`src/crf_pkg.sv`:
```
package crf_pkg;
  // ----------------------------------------------------------------
  // register indices and byte offsets
  // ----------------------------------------------------------------
  localparam logic [3:0] IDX_GP0 = 4'h0;
  localparam logic [3:0] IDX_GP1 = 4'h1;
  localparam logic [3:0] IDX_GP2 = 4'h2;
  localparam logic [3:0] IDX_GP3 = 4'h3;
  localparam logic [3:0] IDX_PTR0 = 4'h4;
  localparam logic [3:0] IDX_PTR1 = 4'h5;
  localparam logic [3:0] IDX_FB = 4'h6;
  localparam logic [3:0] IDX_VTB = 4'h7;
  localparam logic [3:0] IDX_PC = 4'h8;
  localparam logic [3:0] IDX_USP = 4'h9;
  localparam logic [3:0] IDX_ISP = 4'ha;
  localparam logic [3:0] IDX_SB = 4'hb;
  localparam logic [3:0] IDX_FLG = 4'hc;
  localparam logic [3:0] IDX_LAST = 4'hc;
  localparam int ADDR_LSB = 2;
  localparam int ADDR_W = 8;
  // ----------------------------------------------------------------
  // flag register layout
  // ----------------------------------------------------------------
  localparam int FLG_W = 11;
  localparam int FLG_C = 0;
  localparam int FLG_D = 1;
  localparam int FLG_Z = 2;
  localparam int FLG_S = 3;
  localparam int FLG_B = 4;
  localparam int FLG_O = 5;
  localparam int FLG_U = 7;
  localparam logic [FLG_W-1:0] FLG_RESET = 11'h000;
  localparam logic [15:0] WORD_RESET = 16'h0000;
  localparam logic [19:0] ADDR20_RESET = 20'h00000;
  // ----------------------------------------------------------------
  // datapath port selectors
  // ----------------------------------------------------------------
  typedef enum logic [3:0] {
    CRF_SEL_GP0, CRF_SEL_GP1, CRF_SEL_GP2, CRF_SEL_GP3,
    CRF_SEL_GP0_HI, CRF_SEL_GP0_LO, CRF_SEL_GP1_HI, CRF_SEL_GP1_LO,
    CRF_SEL_PAIR_A, CRF_SEL_PAIR_B, CRF_SEL_PTR0, CRF_SEL_PTR1,
    CRF_SEL_PTR_PAIR, CRF_SEL_FB, CRF_SEL_SB, CRF_SEL_SP
  } crf_sel_t;

  typedef struct packed {
    logic we;
    crf_sel_t sel;
    logic [31:0] data;
  } crf_wr_t;

  typedef struct packed {
    logic valid;
    logic carry;
    logic ovf;
    logic [31:0] result;
    logic wide;
  } crf_alu_t;

  typedef struct packed {
    logic [15:0] gp0;
    logic [15:0] gp1;
    logic [15:0] gp2;
    logic [15:0] gp3;
    logic [15:0] ptr0;
    logic [15:0] ptr1;
    logic [15:0] fb;
  } crf_bank_t;
endpackage

```
`src/crf_flag_unit.sv`:
```
`timescale 1ns/1ps
`default_nettype none
module crf_flag_unit
  import crf_pkg::*;
(
  input wire crf_pkg::crf_alu_t alu_i,
  input wire logic [crf_pkg::FLG_W-1:0] flg_i,
  output logic [crf_pkg::FLG_W-1:0] flg_o
);
  import crf_pkg::*;
  logic zero_w;
  logic neg_w;
  always_comb begin
    zero_w = alu_i.wide ? (alu_i.result == 32'h0000_0000) : (alu_i.result[15:0] == 16'h0000);
    neg_w = alu_i.wide ? alu_i.result[31] : alu_i.result[15];
    flg_o = flg_i;
    if (alu_i.valid) begin
      flg_o[FLG_C] = alu_i.carry;
      flg_o[FLG_Z] = zero_w;
      flg_o[FLG_S] = neg_w;
      flg_o[FLG_O] = alu_i.ovf;
    end
  end
endmodule
`default_nettype wire

```
`src/crf_regfile.sv`:
```
// Our own choices: the register addresses and the APB slave port.
`timescale 1ns/1ps
`default_nettype none
// Summary of operation
// - four 16-bit general data registers
// - first two split into byte halves
// - third joins first, fourth joins second
// - two 16-bit address registers as operands
// - address registers join as 32 bits
// - 16-bit frame-base register
// - 20-bit vector-table base register
// - 20-bit program counter
// - user and interrupt stack pointers
// - 16-bit static-base register
// - 11-bit flag register of status
// - carry flag captures alu carry out
// - zero flag set on zero result
// - sign flag set on negative result
// - bank flag selects register bank
// - overflow flag set on overflow
module crf_regfile
  import crf_pkg::*;
(
  input wire logic clk_i,
  input wire logic rstn_i,
  input wire logic psel_i,
  input wire logic penable_i,
  input wire logic pwrite_i,
  input wire logic [crf_pkg::ADDR_W-1:0] paddr_i,
  input wire logic [31:0] pwdata_i,
  output logic [31:0] prdata_o,
  output logic pready_o,
  output logic pslverr_o,
  input wire crf_pkg::crf_wr_t dp_wr_i,
  input wire crf_pkg::crf_alu_t dp_alu_i,
  input wire crf_pkg::crf_sel_t dp_rd_sel_i,
  input wire logic pc_load_i,
  input wire logic [19:0] pc_next_i,
  output logic [31:0] dp_rd_data_o,
  output logic [19:0] pc_o,
  output logic [19:0] vtb_o,
  output logic [15:0] sp_o,
  output logic [15:0] fb_o,
  output logic [15:0] sb_o,
  output logic [crf_pkg::FLG_W-1:0] flg_o
);
  import crf_pkg::*;

  // ----------------------------------------------------------------
  // state
  // ----------------------------------------------------------------
  typedef struct packed {
    crf_bank_t [1:0] bank;
    logic [19:0] vtb;
    logic [19:0] pc;
    logic [15:0] user_stack_ptr;
    logic [15:0] int_stack_ptr;
    logic [15:0] sb;
    logic [FLG_W-1:0] cpu_flags;
    logic [31:0] prdata;
    logic pready;
    logic pslverr;
    logic [31:0] rd_data;
  } crf_state_t;

  crf_state_t st_reg;
  crf_state_t st_next;
  logic [FLG_W-1:0] flg_alu_w;

  crf_flag_unit u_flags (
    .alu_i(dp_alu_i),
    .flg_i(st_reg.cpu_flags),
    .flg_o(flg_alu_w)
  );

  // ----------------------------------------------------------------
  // helpers
  // ----------------------------------------------------------------
  function automatic logic idx_ok(input logic [ADDR_W-1:0] a);
    logic [ADDR_W-ADDR_LSB-1:0] i;
    i = a[ADDR_W-1:ADDR_LSB];
    idx_ok = (a[ADDR_LSB-1:0] == '0) && (i <= (ADDR_W-ADDR_LSB)'(IDX_LAST));
  endfunction

  // read mux for the datapath port; bus reads use their own case
  function automatic logic [31:0] dp_read(input crf_state_t s, input crf_sel_t sel);
    crf_bank_t b;
    logic [15:0] sp;
    b = s.bank[s.cpu_flags[FLG_B]];
    sp = s.cpu_flags[FLG_U] ? s.user_stack_ptr : s.int_stack_ptr;
    dp_read = 32'h0000_0000;
    unique case (sel)
      CRF_SEL_GP0: dp_read = {16'h0000, b.gp0};
      CRF_SEL_GP1: dp_read = {16'h0000, b.gp1};
      CRF_SEL_GP2: dp_read = {16'h0000, b.gp2};
      CRF_SEL_GP3: dp_read = {16'h0000, b.gp3};
      CRF_SEL_GP0_HI: dp_read = {24'h000000, b.gp0[15:8]};
      CRF_SEL_GP0_LO: dp_read = {24'h000000, b.gp0[7:0]};
      CRF_SEL_GP1_HI: dp_read = {24'h000000, b.gp1[15:8]};
      CRF_SEL_GP1_LO: dp_read = {24'h000000, b.gp1[7:0]};
      CRF_SEL_PAIR_A: dp_read = {b.gp2, b.gp0};
      CRF_SEL_PAIR_B: dp_read = {b.gp3, b.gp1};
      CRF_SEL_PTR0: dp_read = {16'h0000, b.ptr0};
      CRF_SEL_PTR1: dp_read = {16'h0000, b.ptr1};
      CRF_SEL_PTR_PAIR: dp_read = {b.ptr1, b.ptr0};
      CRF_SEL_FB: dp_read = {16'h0000, b.fb};
      CRF_SEL_SB: dp_read = {16'h0000, s.sb};
      CRF_SEL_SP: dp_read = {16'h0000, sp};
    endcase
  endfunction

  // ----------------------------------------------------------------
  // next state
  // ----------------------------------------------------------------
  always_comb begin
    logic bsel;
    logic [3:0] idx;
    logic acc;
    crf_bank_t b;
    bsel = 1'b0;
    idx = 4'h0;
    acc = 1'b0;
    b = '0;
    st_next = st_reg;
    // datapath write, bank chosen by the current flag
    bsel = st_reg.cpu_flags[FLG_B];
    b = st_reg.bank[bsel];
    if (dp_wr_i.we) begin
      unique case (dp_wr_i.sel)
        CRF_SEL_GP0: b.gp0 = dp_wr_i.data[15:0];
        CRF_SEL_GP1: b.gp1 = dp_wr_i.data[15:0];
        CRF_SEL_GP2: b.gp2 = dp_wr_i.data[15:0];
        CRF_SEL_GP3: b.gp3 = dp_wr_i.data[15:0];
        CRF_SEL_GP0_HI: b.gp0[15:8] = dp_wr_i.data[7:0];
        CRF_SEL_GP0_LO: b.gp0[7:0] = dp_wr_i.data[7:0];
        CRF_SEL_GP1_HI: b.gp1[15:8] = dp_wr_i.data[7:0];
        CRF_SEL_GP1_LO: b.gp1[7:0] = dp_wr_i.data[7:0];
        CRF_SEL_PAIR_A: {b.gp2, b.gp0} = dp_wr_i.data;
        CRF_SEL_PAIR_B: {b.gp3, b.gp1} = dp_wr_i.data;
        CRF_SEL_PTR0: b.ptr0 = dp_wr_i.data[15:0];
        CRF_SEL_PTR1: b.ptr1 = dp_wr_i.data[15:0];
        CRF_SEL_PTR_PAIR: {b.ptr1, b.ptr0} = dp_wr_i.data;
        CRF_SEL_FB: b.fb = dp_wr_i.data[15:0];
        CRF_SEL_SB: st_next.sb = dp_wr_i.data[15:0];
        CRF_SEL_SP: begin
          if (st_reg.cpu_flags[FLG_U]) begin
            st_next.user_stack_ptr = dp_wr_i.data[15:0];
          end else begin
            st_next.int_stack_ptr = dp_wr_i.data[15:0];
          end
        end
      endcase
    end
    st_next.bank[bsel] = b;
    if (pc_load_i) begin
      st_next.pc = pc_next_i;
    end
    st_next.cpu_flags = flg_alu_w;
    st_next.rd_data = dp_read(st_reg, dp_rd_sel_i);

    // apb slave: one wait state per access phase, bus write wins over core
    st_next.pready = 1'b0;
    st_next.pslverr = 1'b0;
    acc = psel_i && penable_i && !st_reg.pready;
    idx = paddr_i[ADDR_LSB+3:ADDR_LSB];
    if (acc) begin
      st_next.pready = 1'b1;
      st_next.pslverr = !idx_ok(paddr_i);
      st_next.prdata = 32'h0000_0000;
      if (idx_ok(paddr_i)) begin
        b = st_next.bank[bsel];
        if (pwrite_i) begin
          unique case (idx)
            IDX_GP0: b.gp0 = pwdata_i[15:0];
            IDX_GP1: b.gp1 = pwdata_i[15:0];
            IDX_GP2: b.gp2 = pwdata_i[15:0];
            IDX_GP3: b.gp3 = pwdata_i[15:0];
            IDX_PTR0: b.ptr0 = pwdata_i[15:0];
            IDX_PTR1: b.ptr1 = pwdata_i[15:0];
            IDX_FB: b.fb = pwdata_i[15:0];
            IDX_VTB: st_next.vtb = pwdata_i[19:0];
            IDX_PC: st_next.pc = pwdata_i[19:0];
            IDX_USP: st_next.user_stack_ptr = pwdata_i[15:0];
            IDX_ISP: st_next.int_stack_ptr = pwdata_i[15:0];
            IDX_SB: st_next.sb = pwdata_i[15:0];
            IDX_FLG: st_next.cpu_flags = pwdata_i[FLG_W-1:0];
            default: ;
          endcase
          st_next.bank[bsel] = b;
        end else begin
          b = st_reg.bank[bsel];
          unique case (idx)
            IDX_GP0: st_next.prdata = {16'h0000, b.gp0};
            IDX_GP1: st_next.prdata = {16'h0000, b.gp1};
            IDX_GP2: st_next.prdata = {16'h0000, b.gp2};
            IDX_GP3: st_next.prdata = {16'h0000, b.gp3};
            IDX_PTR0: st_next.prdata = {16'h0000, b.ptr0};
            IDX_PTR1: st_next.prdata = {16'h0000, b.ptr1};
            IDX_FB: st_next.prdata = {16'h0000, b.fb};
            IDX_VTB: st_next.prdata = {12'h000, st_reg.vtb};
            IDX_PC: st_next.prdata = {12'h000, st_reg.pc};
            IDX_USP: st_next.prdata = {16'h0000, st_reg.user_stack_ptr};
            IDX_ISP: st_next.prdata = {16'h0000, st_reg.int_stack_ptr};
            IDX_SB: st_next.prdata = {16'h0000, st_reg.sb};
            IDX_FLG: st_next.prdata = {21'h000000, st_reg.cpu_flags};
            default: st_next.prdata = 32'h0000_0000;
          endcase
        end
      end
    end
  end

  // ----------------------------------------------------------------
  // registers
  // ----------------------------------------------------------------
  always_ff @(posedge clk_i or negedge rstn_i) begin
    if (!rstn_i) begin
      st_reg <= '0;
      st_reg.cpu_flags <= FLG_RESET;
      st_reg.pc <= ADDR20_RESET;
      st_reg.vtb <= ADDR20_RESET;
      st_reg.user_stack_ptr <= WORD_RESET;
      st_reg.int_stack_ptr <= WORD_RESET;
    end else begin
      st_reg <= st_next;
    end
  end

  // ----------------------------------------------------------------
  // outputs, all from flops
  // ----------------------------------------------------------------
  always_comb begin
    prdata_o = st_reg.prdata;
    pready_o = st_reg.pready;
    pslverr_o = st_reg.pslverr;
    dp_rd_data_o = st_reg.rd_data;
    pc_o = st_reg.pc;
    vtb_o = st_reg.vtb;
    // debug flag passed as stored; software is expected to keep it 0
    flg_o = st_reg.cpu_flags;
    fb_o = st_reg.bank[st_reg.cpu_flags[FLG_B]].fb;
    sb_o = st_reg.sb;
    sp_o = st_reg.cpu_flags[FLG_U] ? st_reg.user_stack_ptr : st_reg.int_stack_ptr;
  end
endmodule
`default_nettype wire

```
`config.mk`:
```
export PLATFORM = sky130hd
export DESIGN_NAME = crf_regfile
export DESIGN_NICKNAME = d
export VERILOG_FILES = /design/src/crf_pkg.sv /design/src/crf_flag_unit.sv /design/src/crf_regfile.sv
export SDC_FILE = /design/constraint.sdc
export NUM_CORES = 1
export LEC_CHECK = 0
export BUFFER_PORTS_ARGS = -buffer_cell sky130_fd_sc_hd__buf_4
export CORE_MARGIN = 5
export CORE_UTILIZATION = 25
export DETAILED_ROUTE_END_ITERATION = 8
export PLACE_DENSITY_LB_ADDON = 0.15
export SLEW_MARGIN = 20
export SYNTH_ARGS = -nofsm -noshare
export SYNTH_HDL_FRONTEND = slang
export SYNTH_SLANG_ARGS = --single-unit
```
`constraint.sdc`:
```
create_clock -name clk_i -period 2.3 [get_ports clk_i]
set_input_delay 0.46 -clock clk_i [delete_from_list [all_inputs] [get_ports clk_i]]
set_output_delay 0.46 -clock clk_i [all_outputs]
set_load 0.01 [all_outputs]
```
==> metrics list, run 1 <==
* Outcome: complete, but fails checks
- The checks that failed: setup timing.
* Signed area change from the synthesized netlist to the final layout: 46.11%
- The tool flagged a number of max-cap violations equal to 0.
- Number of top-level design ports: 308
- Reported net switching power: 9.511 mW
* Critical-path top delay cell: sky130_fd_sc_hd__dfrtp_4
- FFs w/ async S/R, synth: 1.000
- In the post-synthesis netlist, the biggest area contributors are sky130_fd_sc_hd__dfrtp_1 (43%), sky130_fd_sc_hd__mux2i_1 (7.2%), sky130_fd_sc_hd__o21ai_0 (4.6%), sky130_fd_sc_hd__buf_4 (4.5%), sky130_fd_sc_hd__nand2_1 (3.6%).
- Hold Crit Start: pwdata_i[18]
- Wirelength, routed: 126800 um
* Starting density of the core: 0.2509
- Data arrival time of the critical path: 2.18 ns
- For this block, the via count after detailed routing is 22612.
* Number of synthesized flops with an enable pin: 0
* Biggest fanout along the worst timing path: 3
- Final std cells w/o fill: 4182
- For this design the ratio of total power to cell area is 815.0 nW/um^2.
* Number of cell rows: 109
- The kind of cell with the highest combined delay along the critical path is buffers and inverters.
- Total overflow reported by the global router: 0
- The final layout contains 3116 nets.
- IR analysis of the VDD net gives a maximum drop of 496.8 uV.
- The internal portion of the total power is 16.81 mW.
- Register bit count reported by yosys: 377
- Summing every instance area after synthesis gives 22100 sq um.
- On the final layout, the worst clock skew is 0.02778 ns.
- TritonCTS Sinks: 377
- Unrepaired setup endpoints after global routing: yes
- Of the total power, combinational logic draws 0.373.
* Area fraction in and, or, nand and nor cells after synthesis: 0.1325
* Seq/Total Area, Yosys: 0.4268
- Total Power: 26.32 mW
- Period utilization: 1.148
* Avg Cell Area, Syn: 9.252 sq um
* Most frequent cell after synthesis: sky130_fd_sc_hd__dfrtp_1
- Count of placed standard cells including taps: 3980
* Number of failing hold endpoints at the final stage: 0
* Required arrival time at the worst endpoint: 1.84 ns
- In this run the number of H-tree levels came out at 2.
- In the routed design, unresolved DRC markers number 0.
- The number of buffers and inverters on the critical path is 7.
- Half-perimeter wire length after detailed placement: 96470 um
- Area after DPL: 28070 sq um
- Total die area: 94450 sq um
* Library cell occupying the most area in the post-synthesis netlist: sky130_fd_sc_hd__dfrtp_1
- Capture instance of the worst register-to-register path: prdata_o[5]$_DFFE_PN0P_
- Hold timing on the final database bottoms out at a slack of 0.1004 ns.
- In this run the worst hold path is classified as input pin to flop.
* Unique cell type count in the Yosys netlist: 80
* Cell depth of the worst flop-to-flop path: 9
* Most common cell type on the critical path: sky130_fd_sc_hd__buf_16
- Hold EP: vtb_o[18]$_DFFE_PN0P_
- Share of the synthesized area in compound gates (AO/OA/AOI/OAI): 0.2320
- Counting instances in the post-synthesis netlist gives the leading cell types as sky130_fd_sc_hd__dfrtp_1 (377), sky130_fd_sc_hd__nand2_1 (213), sky130_fd_sc_hd__o21ai_0 (205), sky130_fd_sc_hd__nor2_1 (176), sky130_fd_sc_hd__mux2i_1 (159).
- Number of optimization iterations in the first detailed-route pass: 6
* PortBufs: 283
- The portion of synthesized area spent on multiplexers is 0.1112.
- STA classifies the critical path startpoint as a flop.
* Slew at the pin closest to its max-slew limit: 0.5939 ns
* Clock root buffer: sky130_fd_sc_hd__clkbuf_16
- The share of synthesized area in the top cell type comes to 0.4268.
- The via count of the first global-routing pass was 22657.
- From bottom edge to top edge, the die measures 307.3 um.
* Share of total power consumed by net switching: 0.3614
- Clk network pwr share: 0.288
- Setup violations remaining at the end of the flow were counted as 59.
- Static leakage power: 14.94 nW
* Crit path launch: flg_o[4]$_DFFE_PN0P_
- Summing all multi-input logic gate instances after layout gives 11690 sq um.
- The sequential cells in the finished layout cover a total of 9439 sq um.
* Wire length of the first global-routing pass: 175700 um
- For this run, the slowest stage of the critical path takes 0.53 ns.
- Entering global routing, the biggest net connects 72 pins.
- In this run the horizontal extent of the chip is 307.3 um.
- Number of buffers created by CTS: 48
* Fraction of final layout cells with drive strength greater than 1: 0.4033
- With fillers left out, the area of the finished cells amounts to 32290 sq um.
- Measured against its own limit, the worst slew margin works out to 0.6026.
* Filler cells: 9048
* Initial antenna violation count: 8
- Hold Path Cell Cnt: 2
* Initial drt markers: 2256
- Crit path cell chain: buf_12 > buf_16 > buf_16 > mux2i_1 > buf_4 > buf_8 > inv_2 > buf_6
* Sequential cell fraction of total power: 0.340
* Fin worst setup slack: -0.3410 ns
- Core Region: 88100 sq um
* Avg Vias per Cell: 5.407
- The later pin in the worst-skew pair is clocked with a latency of 0.61 ns.
* Minimum clock period after layout: 2.641 ns
* Critical Setup Path Class: flop to output port
- Of the total synthesized cell area, the portion taken by XOR and XNOR cells is 0.0007925.
- Reg-to-reg critical path startpoint: flg_o[4]$_DFFE_PN0P_
- Antenna Nets Post-Route: 0
- The congestion estimate from routability-driven global placement came to 0.9884.
* TritonCTS clock tree: built
* Pins Over Slew Limit: 0
- Wirelength per Cell: 30.32 um
- Adder-cell area share of the yosys netlist: 0
- Timing analysis after detailed placement gives a worst setup slack of -0.7115 ns.
- Dominant synthesized flop cell: sky130_fd_sc_hd__dfrtp_1
* Number of instances in the synthesized netlist: 2389
- Clock Tree Buf Depth: 3
- The worst register-to-register path has a setup slack of -0.23 ns.
* Clock edge transition at the registers on the reported setup and hold paths: 0.07 ns
- Fmax: 0.3787 GHz
* Total GRT Usage: 0.2565
- By area, the combinational part of the netlist is dominated by compound AO/OA/AOI/OAI gates.
- Yosys printed 0 warnings.
- Kind of capture point of the worst setup path: output port
* Flip-flop count of the largest register, all copies and words added: 256
layout make-up:
type | instances | share of cell area
diodes | 7 | 0.0005424
clock buffers | 71 | 0.04266
clock inverters | 16 | 0.005308
inverters | 54 | 0.006780
multi-input cells | 1612 | 0.3620
flip-flops and latches | 377 | 0.2923
well taps | 1165 | 0.04514
repair buffers | 880 | 0.2453
layout by cell type (no fill, tap or decap), drive strengths merged, types with 9 or more instances in the layout:
cell type / synthesis / routed
nor3b: 11 / 11
o2bb2a: 16 / 16
o31ai: 19 / 19
nand3: 15 / 15
conb: 1 / 12
a22o: 25 / 25
nand4: 12 / 12
o22ai: 98 / 98
nor2: 180 / 180
inv: 53 / 55
buf: 198 / 873
mux2i: 159 / 159
o221ai: 45 / 45
clkinv: 1 / 9
nor4: 16 / 16
o22a: 9 / 9
a32oi: 9 / 9
mux2: 69 / 69
clkbuf: 159 / 72
nor2b: 10 / 10
dfrtp: 377 / 377
a211oi: 14 / 14
nor4b: 10 / 10
o211ai: 19 / 19
a221oi: 9 / 9
o21ai: 217 / 217
a2bb2oi: 23 / 23
nor3: 33 / 33
nand2b: 23 / 23
nand2: 214 / 214
a21oi: 127 / 127
a22oi: 105 / 105
power by group through the flow:
stage / registers (mW) / clock network, mW / logic, mW
3_5_place_dp: 8.95 / 0 / 8.38
4_1_cts: 8.89 / 7.74 / 9.35
6_report: 8.94 / 7.58 / 9.81
5_1_grt: 9.07 / 8.00 / 10.2
3_3_place_gp: 8.89 / 0 / 8.32
2_1_floorplan: 8.58 / 0 / 3.49
kinds of logic (layout without fill, tap and decap cells):
family | Yosys count | in the layout
AOI/OAI and AO/OA | 779 | 779
and+or+nand+nor | 587 | 587
buffers and inverters | 411 | 1021
DFF | 377 | 377
muxes | 232 | 232
xor gates and xnor gates | 2 | 2
other | 1 | 19
how the worst max path moves through the flow:
stage	end	slack (ns)	cells after the start
after floorplan	st_reg[384]$_DFF_PN0_	0.06	8
after global placement	prdata_o[13]$_DFFE_PN0P_	-0.69	9
after detailed placement	prdata_o[13]$_DFFE_PN0P_	-0.71	9
after CTS	fb_o[2]	-0.36	8
after global routing	fb_o[2]	-0.39	8
final	fb_o[2]	-0.34	8
metal layers:
layer  GRT usage  vias to the layer above  part of all wire  wire length, um
li1            -                     9852                 -                -
met4     0.07925                        0             0.035             4434
met2      0.4251                     1005              0.47            60090
met3     0.03872                      213             0.061             7751
met1      0.3474                    11542              0.43            54530
met5           0                        -                 0                0
what timing repair did:
action / 4_1_cts / 5_1_grt
buffers inserted: 89 / 34
setup endpoints to repair: 66 / 137
gates cloned: 7 / 1
endpoints found under the hold margin: 29 / 0
pin swaps: 63 / 57
hold buffers: 1 / 0
resized for setup: 300 / 116
stage by stage:
stage                     setup TNS (ns)    util
after floorplan                        0       -
after global placement            -24.15  0.3186
after detailed placement          -30.28  0.3186
after CTS                         -8.814  0.3592
after global routing              -9.199  0.3664
final                             -6.441  0.3665
No activity file was read; power rests on OpenSTA's default activity.
==> run 2, diff against run 1 <==
Settings changed: CELL_PAD_IN_SITES_DETAIL_PLACEMENT set to 1, CELL_PAD_IN_SITES_GLOBAL_PLACEMENT set to 2, MAX_ROUTING_LAYER set to met4.
==> run 2 against run 1 <==
Against the previous run:
- the flow still finishes with violations (setup timing)
- via count up 1.5%
- clock skew is 0.0024 ns lower
- sequential cell count did not move
- cell count shrank 0.12%
- sequential share of layout area grew 0.17 points
- register-to-register slack got worse by 0.05 ns
- worst hold slack worse by 0.0013 ns
- wire length increased by 9.7%
- cell area is 0.60% lower
- critical path type is now flop to flop
==> metrics list, run 2 (synthesized netlist as in run 1, its figures left out) <==
* Hold crit path type: input pin to flop
- Die span in y: 307.3 um (unchanged)
* Initial antenna violation count: 6 (-2)
- Number of failing hold endpoints at the final stage: 0 (unchanged)
- Antenna Nets Post-Route: 0 (unchanged)
- Setup-failing EPs final: 43 (-27%)
- The number of buffers between clock root and the deepest sink was 3 (unchanged).
- The startpoint identified for the worst register-to-register timing path is flg_o[4]$_DFFE_PN0P_.
- Biggest fanout along the worst timing path: 4 (+1)
- Number of buffers created by CTS: 50 (+4.2%)
- Half-perimeter wire length after detailed placement: 103500 um (+7.2%)
- Wirelength, routed: 139100 um (+9.7%)
- CTS placed an instance of sky130_fd_sc_hd__clkbuf_16 at the clock tree root.
- The checks that failed: setup timing.
* Maximum capacitance violations: 0 (unchanged)
- Worst hold margin: 0.09909 ns (-0.001267 ns)
- The leakage dissipation was 14.82 nW (-0.81%).
* Number of top-level design ports: 308 (unchanged)
- Pins Over Slew Limit: 0 (unchanged)
* DR vias: 22942 (+1.5%)
- Number of cell rows: 109 (unchanged)
* Most common cell after layout, fill and taps aside: sky130_fd_sc_hd__buf_4
* Worst supply voltage drop on vdd: 531.1 uV (+6.9%)
* DIE WIDTH: 307.3 um (unchanged)
- The areal power density over the cells was 833.1 nW/um^2 (+2.2%).
- Final clock skew: 0.02539 ns (-0.002388 ns)
- The overall routing resource usage was 0.2905 (+0.03400).
- Required arrival time at the worst endpoint: 2.73 ns (+0.89 ns)
* Startpoint type of the worst setup path: flop
* Initial drt markers: 1780 (-21%)
* Cell class contributing the biggest share of worst-path delay: buffers and inverters
- Signed area change from the synthesized netlist to the final layout: 45.24%
- The overall die area came to 94450 sq um (unchanged).
* Total overflow reported by the global router: 0 (unchanged)
* Largest net degree at the start of global routing: 95 (+32%)
- STA classifies the critical path endpoint as a flop.
- The critical path goes through buf_4 > clkbuf_16 > mux2_4 > buf_4 > a22oi_2 > o311ai_1 > buf_4 > o32ai_1 > nand3_1.
* Hold Crit Start: pwdata_i[18]
- The weighted congestion at the end of routability-driven global placement came to 0.9653 (-2.3%).
* Number of DRC violations after detailed routing: 0 (unchanged)
* Data arrival time of the critical path: 3.01 ns (+0.83 ns)
- Clock latency of the later-clocked register in the worst-skew pair: 0.62 ns (about the same)
- The pre-CTS setup slack was -0.7169 ns (-0.005390 ns).
* Number of nets at the end of the flow: 3108 (-0.26%)
- The number of buffers inserted by port buffering was 283 (unchanged).
- Fmax: 0.3874 GHz (+2.3%)
- The number of flip-flops under the largest register name is 256 (unchanged).
* Unrepaired setup endpoints after global routing: yes
* Critical Setup Path Class: flop to flop
- The core outline area is 88100 sq um (unchanged).
* Critical-path top delay cell: sky130_fd_sc_hd__dfrtp_4
- TritonCTS built the clock tree.
* Most common cell type on the critical path: sky130_fd_sc_hd__buf_4
- The ratio of cells with drive above 1 in the final layout was 0.4000 (-0.003322).
- The buffer and inverter count on the worst path came to 4 (-3).
* Number of optimization iterations in the first detailed-route pass: 5 (-1)
- Slew at the pin closest to its max-slew limit: 1.070 ns (+0.4762 ns)
- TritonCTS Sinks: 377 (unchanged)
* Minimum clock period after layout: 2.581 ns (-0.05953 ns)
* Leading cell types in the layout, fill and taps excluded: sky130_fd_sc_hd__buf_4 (725), sky130_fd_sc_hd__dfrtp_1 (376), sky130_fd_sc_hd__nand2_1 (208), sky130_fd_sc_hd__o21ai_0 (177), sky130_fd_sc_hd__nor2_1 (171)
- Wirelength per Cell: 33.30 um (+9.8%)
- H-Tree Level Count: 2 (unchanged)
- The max-slew headroom at the worst pin came to 0.2764 (-0.3262).
* Starting density of the core: 0.2509 (unchanged)
- The final worst-path cycle share is 1.122 (-0.02588).
- The clock transition time at the flip-flop clock pins of the worst setup and hold paths was 0.06 ns (about the same).
- Delay contributed by the slowest stage of the critical path: 0.53 ns (about the same)
- The first-pass GRT wire length was 191200 um (+8.8%).
- The run finished, with violations left.
* Fin worst setup slack: -0.2814 ns (+0.05953 ns)
* Avg Vias per Cell: 5.492 (+1.6%)
- In this run the worst setup path begins at flg_o[4]$_DFFE_PN0P_.
- Via count of the first global-routing pass: 23840 (+5.2%)
[run 2: power breakdown]
| part | leakage (nW) | internal, mW | total [mW] | switching (mW) |
|---|---|---|---|---|
| Combinational | 9.51 | 4.41 | 9.77 | 5.36 |
| Clock | 0.827 | 4.62 | 7.92 | 3.30 |
| Sequential | 4.48 | 7.94 | 9.04 | 1.10 |
[run 2: worst register-to-register path, stage by stage, from the launching register on]
cell	delay, ns
sky130_fd_sc_hd__dfrtp_4	0.53
sky130_fd_sc_hd__buf_4	0.18
sky130_fd_sc_hd__clkbuf_16	0.17
sky130_fd_sc_hd__mux2_4	0.33
sky130_fd_sc_hd__buf_4	0.17
sky130_fd_sc_hd__a22oi_2	0.19
sky130_fd_sc_hd__o311ai_1	0.14
sky130_fd_sc_hd__buf_4	0.18
sky130_fd_sc_hd__o32ai_1	0.30
sky130_fd_sc_hd__nand3_1	0.22
[run 2: layout make-up]
cell class	count	area, sq um
fillers	9901	56000
multi-input cells	1612	11610
flip-flops and latches	377	9438
repair buffers	870	7722
well taps	1165	1458
clock buffers	68	1450
inverters	54	217.7
clock inverters	24	183.9
diodes	7	17.52
[run 2: routing by layer]
layer / vias up / GRT usage / part of all wire
met4: 0 / 0.08209 / 0.033
met1: 12039 / 0.3823 / 0.44
met5: - / - / 0
li1: 9834 / - / -
met3: 208 / 0.03700 / 0.053
met2: 861 / 0.4739 / 0.47
[run 2: final timing paths]
path                                              to  slack [ns]  cells past startpoint
setup / recovery           dp_rd_data_o[4]$_DFF_PN0_       -0.28                      9
hold / removal                 vtb_o[18]$_DFFE_PN0P_         0.1                      2
setup reg to reg           dp_rd_data_o[4]$_DFF_PN0_       -0.28                      9
hold reg to reg                st_reg[232]$_DFF_PN0_        0.49                      2
max in group asynchronous   prdata_o[10]$_DFFE_PN0P_        1.12                      3
min in group asynchronous      st_reg[386]$_DFF_PN0_        0.31                      2
[run 2: metrics by stage]
stage	TNS [ns]	area, sq um	power [mW]	cells	utilization
6_report	-4.076	32100	26.74	4177	0.3644
4_1_cts	-5.747	31280	26.39	4145	0.3550
3_5_place_dp	-28.49	28220	17.58	3996	0.3203
3_3_place_gp	-25.48	28220	17.38	3996	0.3203
5_1_grt	-6.442	32090	27.72	4172	0.3642
2_1_floorplan	0	22140	12.07	2400	-
[run 2: what timing repair did]
| item | in CTS | in global routing |
|---|---|---|
| hold buffers | 1 | 0 |
| cloned | 4 | 2 |
| setup endpoints to repair | 69 | 77 |
| resized for setup | 212 | 143 |
| endpoints found under the hold margin | 20 | 0 |
| pin swaps | 22 | 39 |
| buffers inserted | 62 | 30 |
==> run 3, diff against run 2 <==
Settings changed: SYNTH_HIERARCHICAL set to 1.
==> run 3 against run 2 <==
Against the previous run:
- the run still ends with setup timing left
- via count shrank 1.2%
- synthesized cell count shrank 0.29%
- clock skew shrank 0.0061 ns
- total power shrank 6.4%
- worst hold slack gained 0.0027 ns
- area after synthesis grew 0.12%
- cell area grew 0.79%
- critical endpoint is now fb_o[10]
- largest power group unchanged
==> metrics list, run 3 <==
- Outcome: complete, but fails checks
* Violations in the final reports: setup timing
- Clock Tree Buf Depth: 3 (unchanged)
- The synthesized area divided by synthesized cell count came to 9.290 sq um (+0.41%).
- Filler cells: 9907 (+0.061%)
- The global routing usage on met3 came to 0.03370 (-0.003301).
* Seq/Total Area, Yosys: 0.4263 (-0.0005068)
- Initial antenna violation count: 5 (-1)
* Number of cell rows: 109 (unchanged)
- The final count of hold timing violations is 0 (unchanged).
- Static leakage power: 14.00 nW (-5.6%)
- The clock sink count came to 377 (unchanged).
* Total GRT Usage: 0.2810 (-0.009572)
- Via count of the first global-routing pass: 23429 (-1.7%)
* Wirelength, routed: 135600 um (-2.5%)
- Period utilization: 1.127 (+0.004171)
* Register area: 9439 sq um (about the same)
- Initial drt markers: 1643 (-7.7%)
- The met2 demand-to-capacity share in global routing came to 0.4617 (-0.01217).
- Clock latency of the later-clocked register in the worst-skew pair: 0.61 ns (about the same)
* Core Region: 88100 sq um (unchanged)
- DIE WIDTH: 307.5 um (about the same)
- Number of diodes: 0 (-7)
- Setup repair after global routing could not meet its margin everywhere.
- Library cell occupying the most area in the post-synthesis netlist: sky130_fd_sc_hd__dfrtp_1
- Worst supply voltage drop on vdd: 493.9 uV (-7.0%)
- The least setup slack across all paths after layout was -0.2910 ns (-0.009594 ns).
- The weighted congestion at the end of routability-driven global placement came to 0.9630 (-0.24%).
- Area after DPL: 28030 sq um (-0.70%)
- Leading cell types in the layout, fill and taps excluded: sky130_fd_sc_hd__buf_4 (651), sky130_fd_sc_hd__dfrtp_1 (375), sky130_fd_sc_hd__nor2_1 (259), sky130_fd_sc_hd__a21oi_1 (174), sky130_fd_sc_hd__nand2_1 (147)
- Half-perimeter wire length after detailed placement: 101600 um (-1.8%)
- Synthesis warning total: 6 (+6)
* Fraction of final layout cells with drive strength greater than 1: 0.4202 (+0.02018)
- Pwr per Cell Area: 773.5 nW/um^2 (-7.1%)
* Setup Total Neg Slack: -11.30 ns (-7.221 ns)
- Area taken by multi-input logic gates: 12100 sq um (+4.2%)
- Top cells by area, synth: sky130_fd_sc_hd__dfrtp_1 (43%), sky130_fd_sc_hd__mux2_2 (6.5%), sky130_fd_sc_hd__mux2i_1 (6.2%), sky130_fd_sc_hd__buf_4 (4.7%), sky130_fd_sc_hd__nor2_1 (4.6%)
* Critical Setup Path Class: flop to output port
- The post-synthesis register bit count is 377 (unchanged).
- Number of buffers created by CTS: 50 (unchanged)
* Number of top-level design ports: 308 (unchanged)
- The worst hold path stage count came to 2 (unchanged).
* Total die area: 94570 sq um (+0.12%)
* Post-Syn Area: 22130 sq um (+0.12%)
- The max-slew headroom at the worst pin is 0.3590 (+0.08258).
- The pin count of the biggest net entering global routing is 50 (-47%).
* Wirelength per Cell: 32.99 um (-0.91%)
- Compared with the post-synthesis result, the final layout area differs by 46.21%.
- Minimum clock period after layout: 2.591 ns (+0.009594 ns)
- Number of synthesized flops with an enable pin: 0 (unchanged)
- The slowest stage of the critical path is the sky130_fd_sc_hd__dfrtp_4 cell.
- The maximum operating frequency came to 0.3859 GHz (-0.37%).
- Wire length of the first global-routing pass: 185100 um (-3.2%)
* Startpoint type of the worst setup path: flop
- Setup-failing EPs final: 110 (+160%)
- The transition at the pin with the smallest max-transition slack came to 0.9547 ns (-0.1154 ns).
* TritonCTS clock tree: built
- Number of DRC violations after detailed routing: 0 (unchanged)
- The pre-CTS setup slack is -0.3942 ns (+0.3227 ns).
- FFs w/ async S/R, synth: 1.000 (unchanged)
- Most common cell type on the critical path: sky130_fd_sc_hd__buf_12
- The worst path required time is 1.84 ns (-0.89 ns).
- Number of nets at the end of the flow: 3049 (-1.9%)
* Die span in y: 307.5 um (about the same)
- Pins Over Slew Limit: 0 (unchanged)
* Crit path cell chain: buf_12 > buf_12 > buf_12 > mux2_4 > buf_8 > buf_6
- Dominant synthesized flop cell: sky130_fd_sc_hd__dfrtp_1
- GR peak layer: met2
* Maximum capacitance violations: 0 (unchanged)
- The clock transition time at the flip-flop clock pins of the worst setup and hold paths is 0.06 ns (about the same).
- The endpoint arrival time on the critical path is 2.13 ns (-0.88 ns).
- The total number of vias is 22671 (-1.2%).
* Most common cell after layout, fill and taps aside: sky130_fd_sc_hd__buf_4
- Hold crit path type: input pin to flop
* Flip-flop count of the largest register, all copies and words added: 256 (unchanged)
- Met1 routing resource usage after global routing: 0.3632 (-0.01908)
* Final clock skew: 0.01931 ns (-0.006082 ns)
- sky130_fd_sc_hd__dfrtp_1 is the most common cell in the netlist.
- The tree is rooted in a sky130_fd_sc_hd__clkbuf_16.
- Number of instances in the synthesized netlist: 2382 (-0.29%)
* Unique cell type count in the Yosys netlist: 79 (-1.3%)
* PortBufs: 283 (unchanged)
- The area fraction of the dominant cell type after synthesis is 0.4263 (-0.0005068).
- Number of optimization iterations in the first detailed-route pass: 5 (unchanged)
- The starting density of the core is 0.2512 (+0.0002982).
- The commonest cells after synthesis are sky130_fd_sc_hd__dfrtp_1 (377), sky130_fd_sc_hd__nor2_1 (272), sky130_fd_sc_hd__a21oi_1 (182), sky130_fd_sc_hd__nand2_1 (153), sky130_fd_sc_hd__o21ai_0 (151).
- Cell depth of the worst flop-to-flop path: 10 (+1)
- The number of levels in the clock H-tree was 2 (unchanged).
- Total overflow reported by the global router: 0 (unchanged)
- The worst setup path is captured at an output port.
- Final non-filler cell area: 32350 sq um (+0.79%)
- Biggest fanout along the worst timing path: 6 (+2)
* Antenna Nets Post-Route: 0 (unchanged)
- Delay contributed by the slowest stage of the critical path: 0.54 ns (about the same)
- Avg Vias per Cell: 5.517 (+0.45%)
run 3: cell count changes in the layout (fill, tap and decap cells not counted), sizes merged, moves of 19 or more:
cell,delta
a21oi,+59
a22o,-19
a22oi,-28
a31oi,+38
buf,-60
inv,-28
mux2,+58
mux2i,-21
nand2,-61
nor2,+94
o21ai,-52
o221ai,-27
o2bb2ai,+33
run 3: logic make-up (layout without fill, tap and decap cells):
logic type / after synthesis / in the layout / synth area share
other: 1 / 12 / 0.0001695
DFF: 377 / 377 / 0.4263
xor gates and xnor gates: 3 / 3 / 0.001188
buffers and inverters: 377 / 928 / 0.09109
AOI/OAI and AO/OA: 782 / 782 / 0.2289
and+or+nand+nor: 577 / 577 / 0.1253
muxes: 265 / 265 / 0.1270
run 3: power breakdown:
group	switching [mW]	leakage, nW	total, mW	internal [mW]
Combinational	4.70	8.38	8.54	3.84
Clock	3.28	0.814	8.06	4.78
Sequential	0.814	4.80	8.43	7.61
run 3: through the flow:
stage	cells	hold WS (ns)	power, mW	util
floorplan	2393	0.1644	11.04	-
global placement	3927	0.4630	15.45	0.3181
detailed placement	3927	0.4691	15.60	0.3181
CTS	4070	0.06738	24.52	0.3544
global route	4109	0.08815	25.83	0.3672
finish	4109	0.1018	25.03	0.3672
run 3: worst max-delay path: cells and delay by family (launching register included):
| family | cells | cell delay [ns] |
|---|---|---|
| flops | 1 | 0.54 |
| mux | 1 | 0.31 |
| buf+inv | 5 | 0.66 |
run 3: routing by layer:
| layer | share of wire | routed length (um) | vias up |
|---|---|---|---|
| li1 | - | - | 9707 |
| met1 | 0.43 | 57700 | 11927 |
| met2 | 0.48 | 65480 | 811 |
| met3 | 0.054 | 7255 | 226 |
| met4 | 0.038 | 5139 | 0 |
| met5 | 0 | 0 | - |
run 3: path summary, 6_finish.rpt:
kind	startpoint	endpoint	slack (ns)
setup / recovery	flg_o[4]$_DFF_PN0_	fb_o[10]	-0.29
hold / removal	pwdata_i[17]	vtb_o[17]$_DFFE_PN0P_	0.10
setup reg to reg	flg_o[4]$_DFF_PN0_	dp_rd_data_o[15]$_DFF_PN0_	-0.23
hold reg to reg	st_reg[372]$_DFF_PN0_	st_reg[372]$_DFF_PN0_	0.48
max in group asynchronous	rstn_i	pc_o[15]$_DFF_PN0_	1.14
min in group asynchronous	rstn_i	st_reg[247]$_DFF_PN0_	0.40
run 3: final cells by class:
class,instances,share of cell area
multi-input combinational,1639,0.3741
sequential,377,0.2917
timing repair buffer,812,0.2342
clock buffer,73,0.04567
tap,1165,0.04505
clock inverter,17,0.005840
inverter,26,0.003442
run 3: repair_timing:
| item | CTS | global route |
|---|---|---|
| cloned | 6 | 3 |
| pin swaps | 53 | 79 |
| endpoints found under the setup margin | 57 | 157 |
| endpoints found under the hold margin | 36 | 0 |
| hold buffers | 1 | 0 |
| gates resized for setup | 250 | 169 |
| buffers inserted | 53 | 44 |
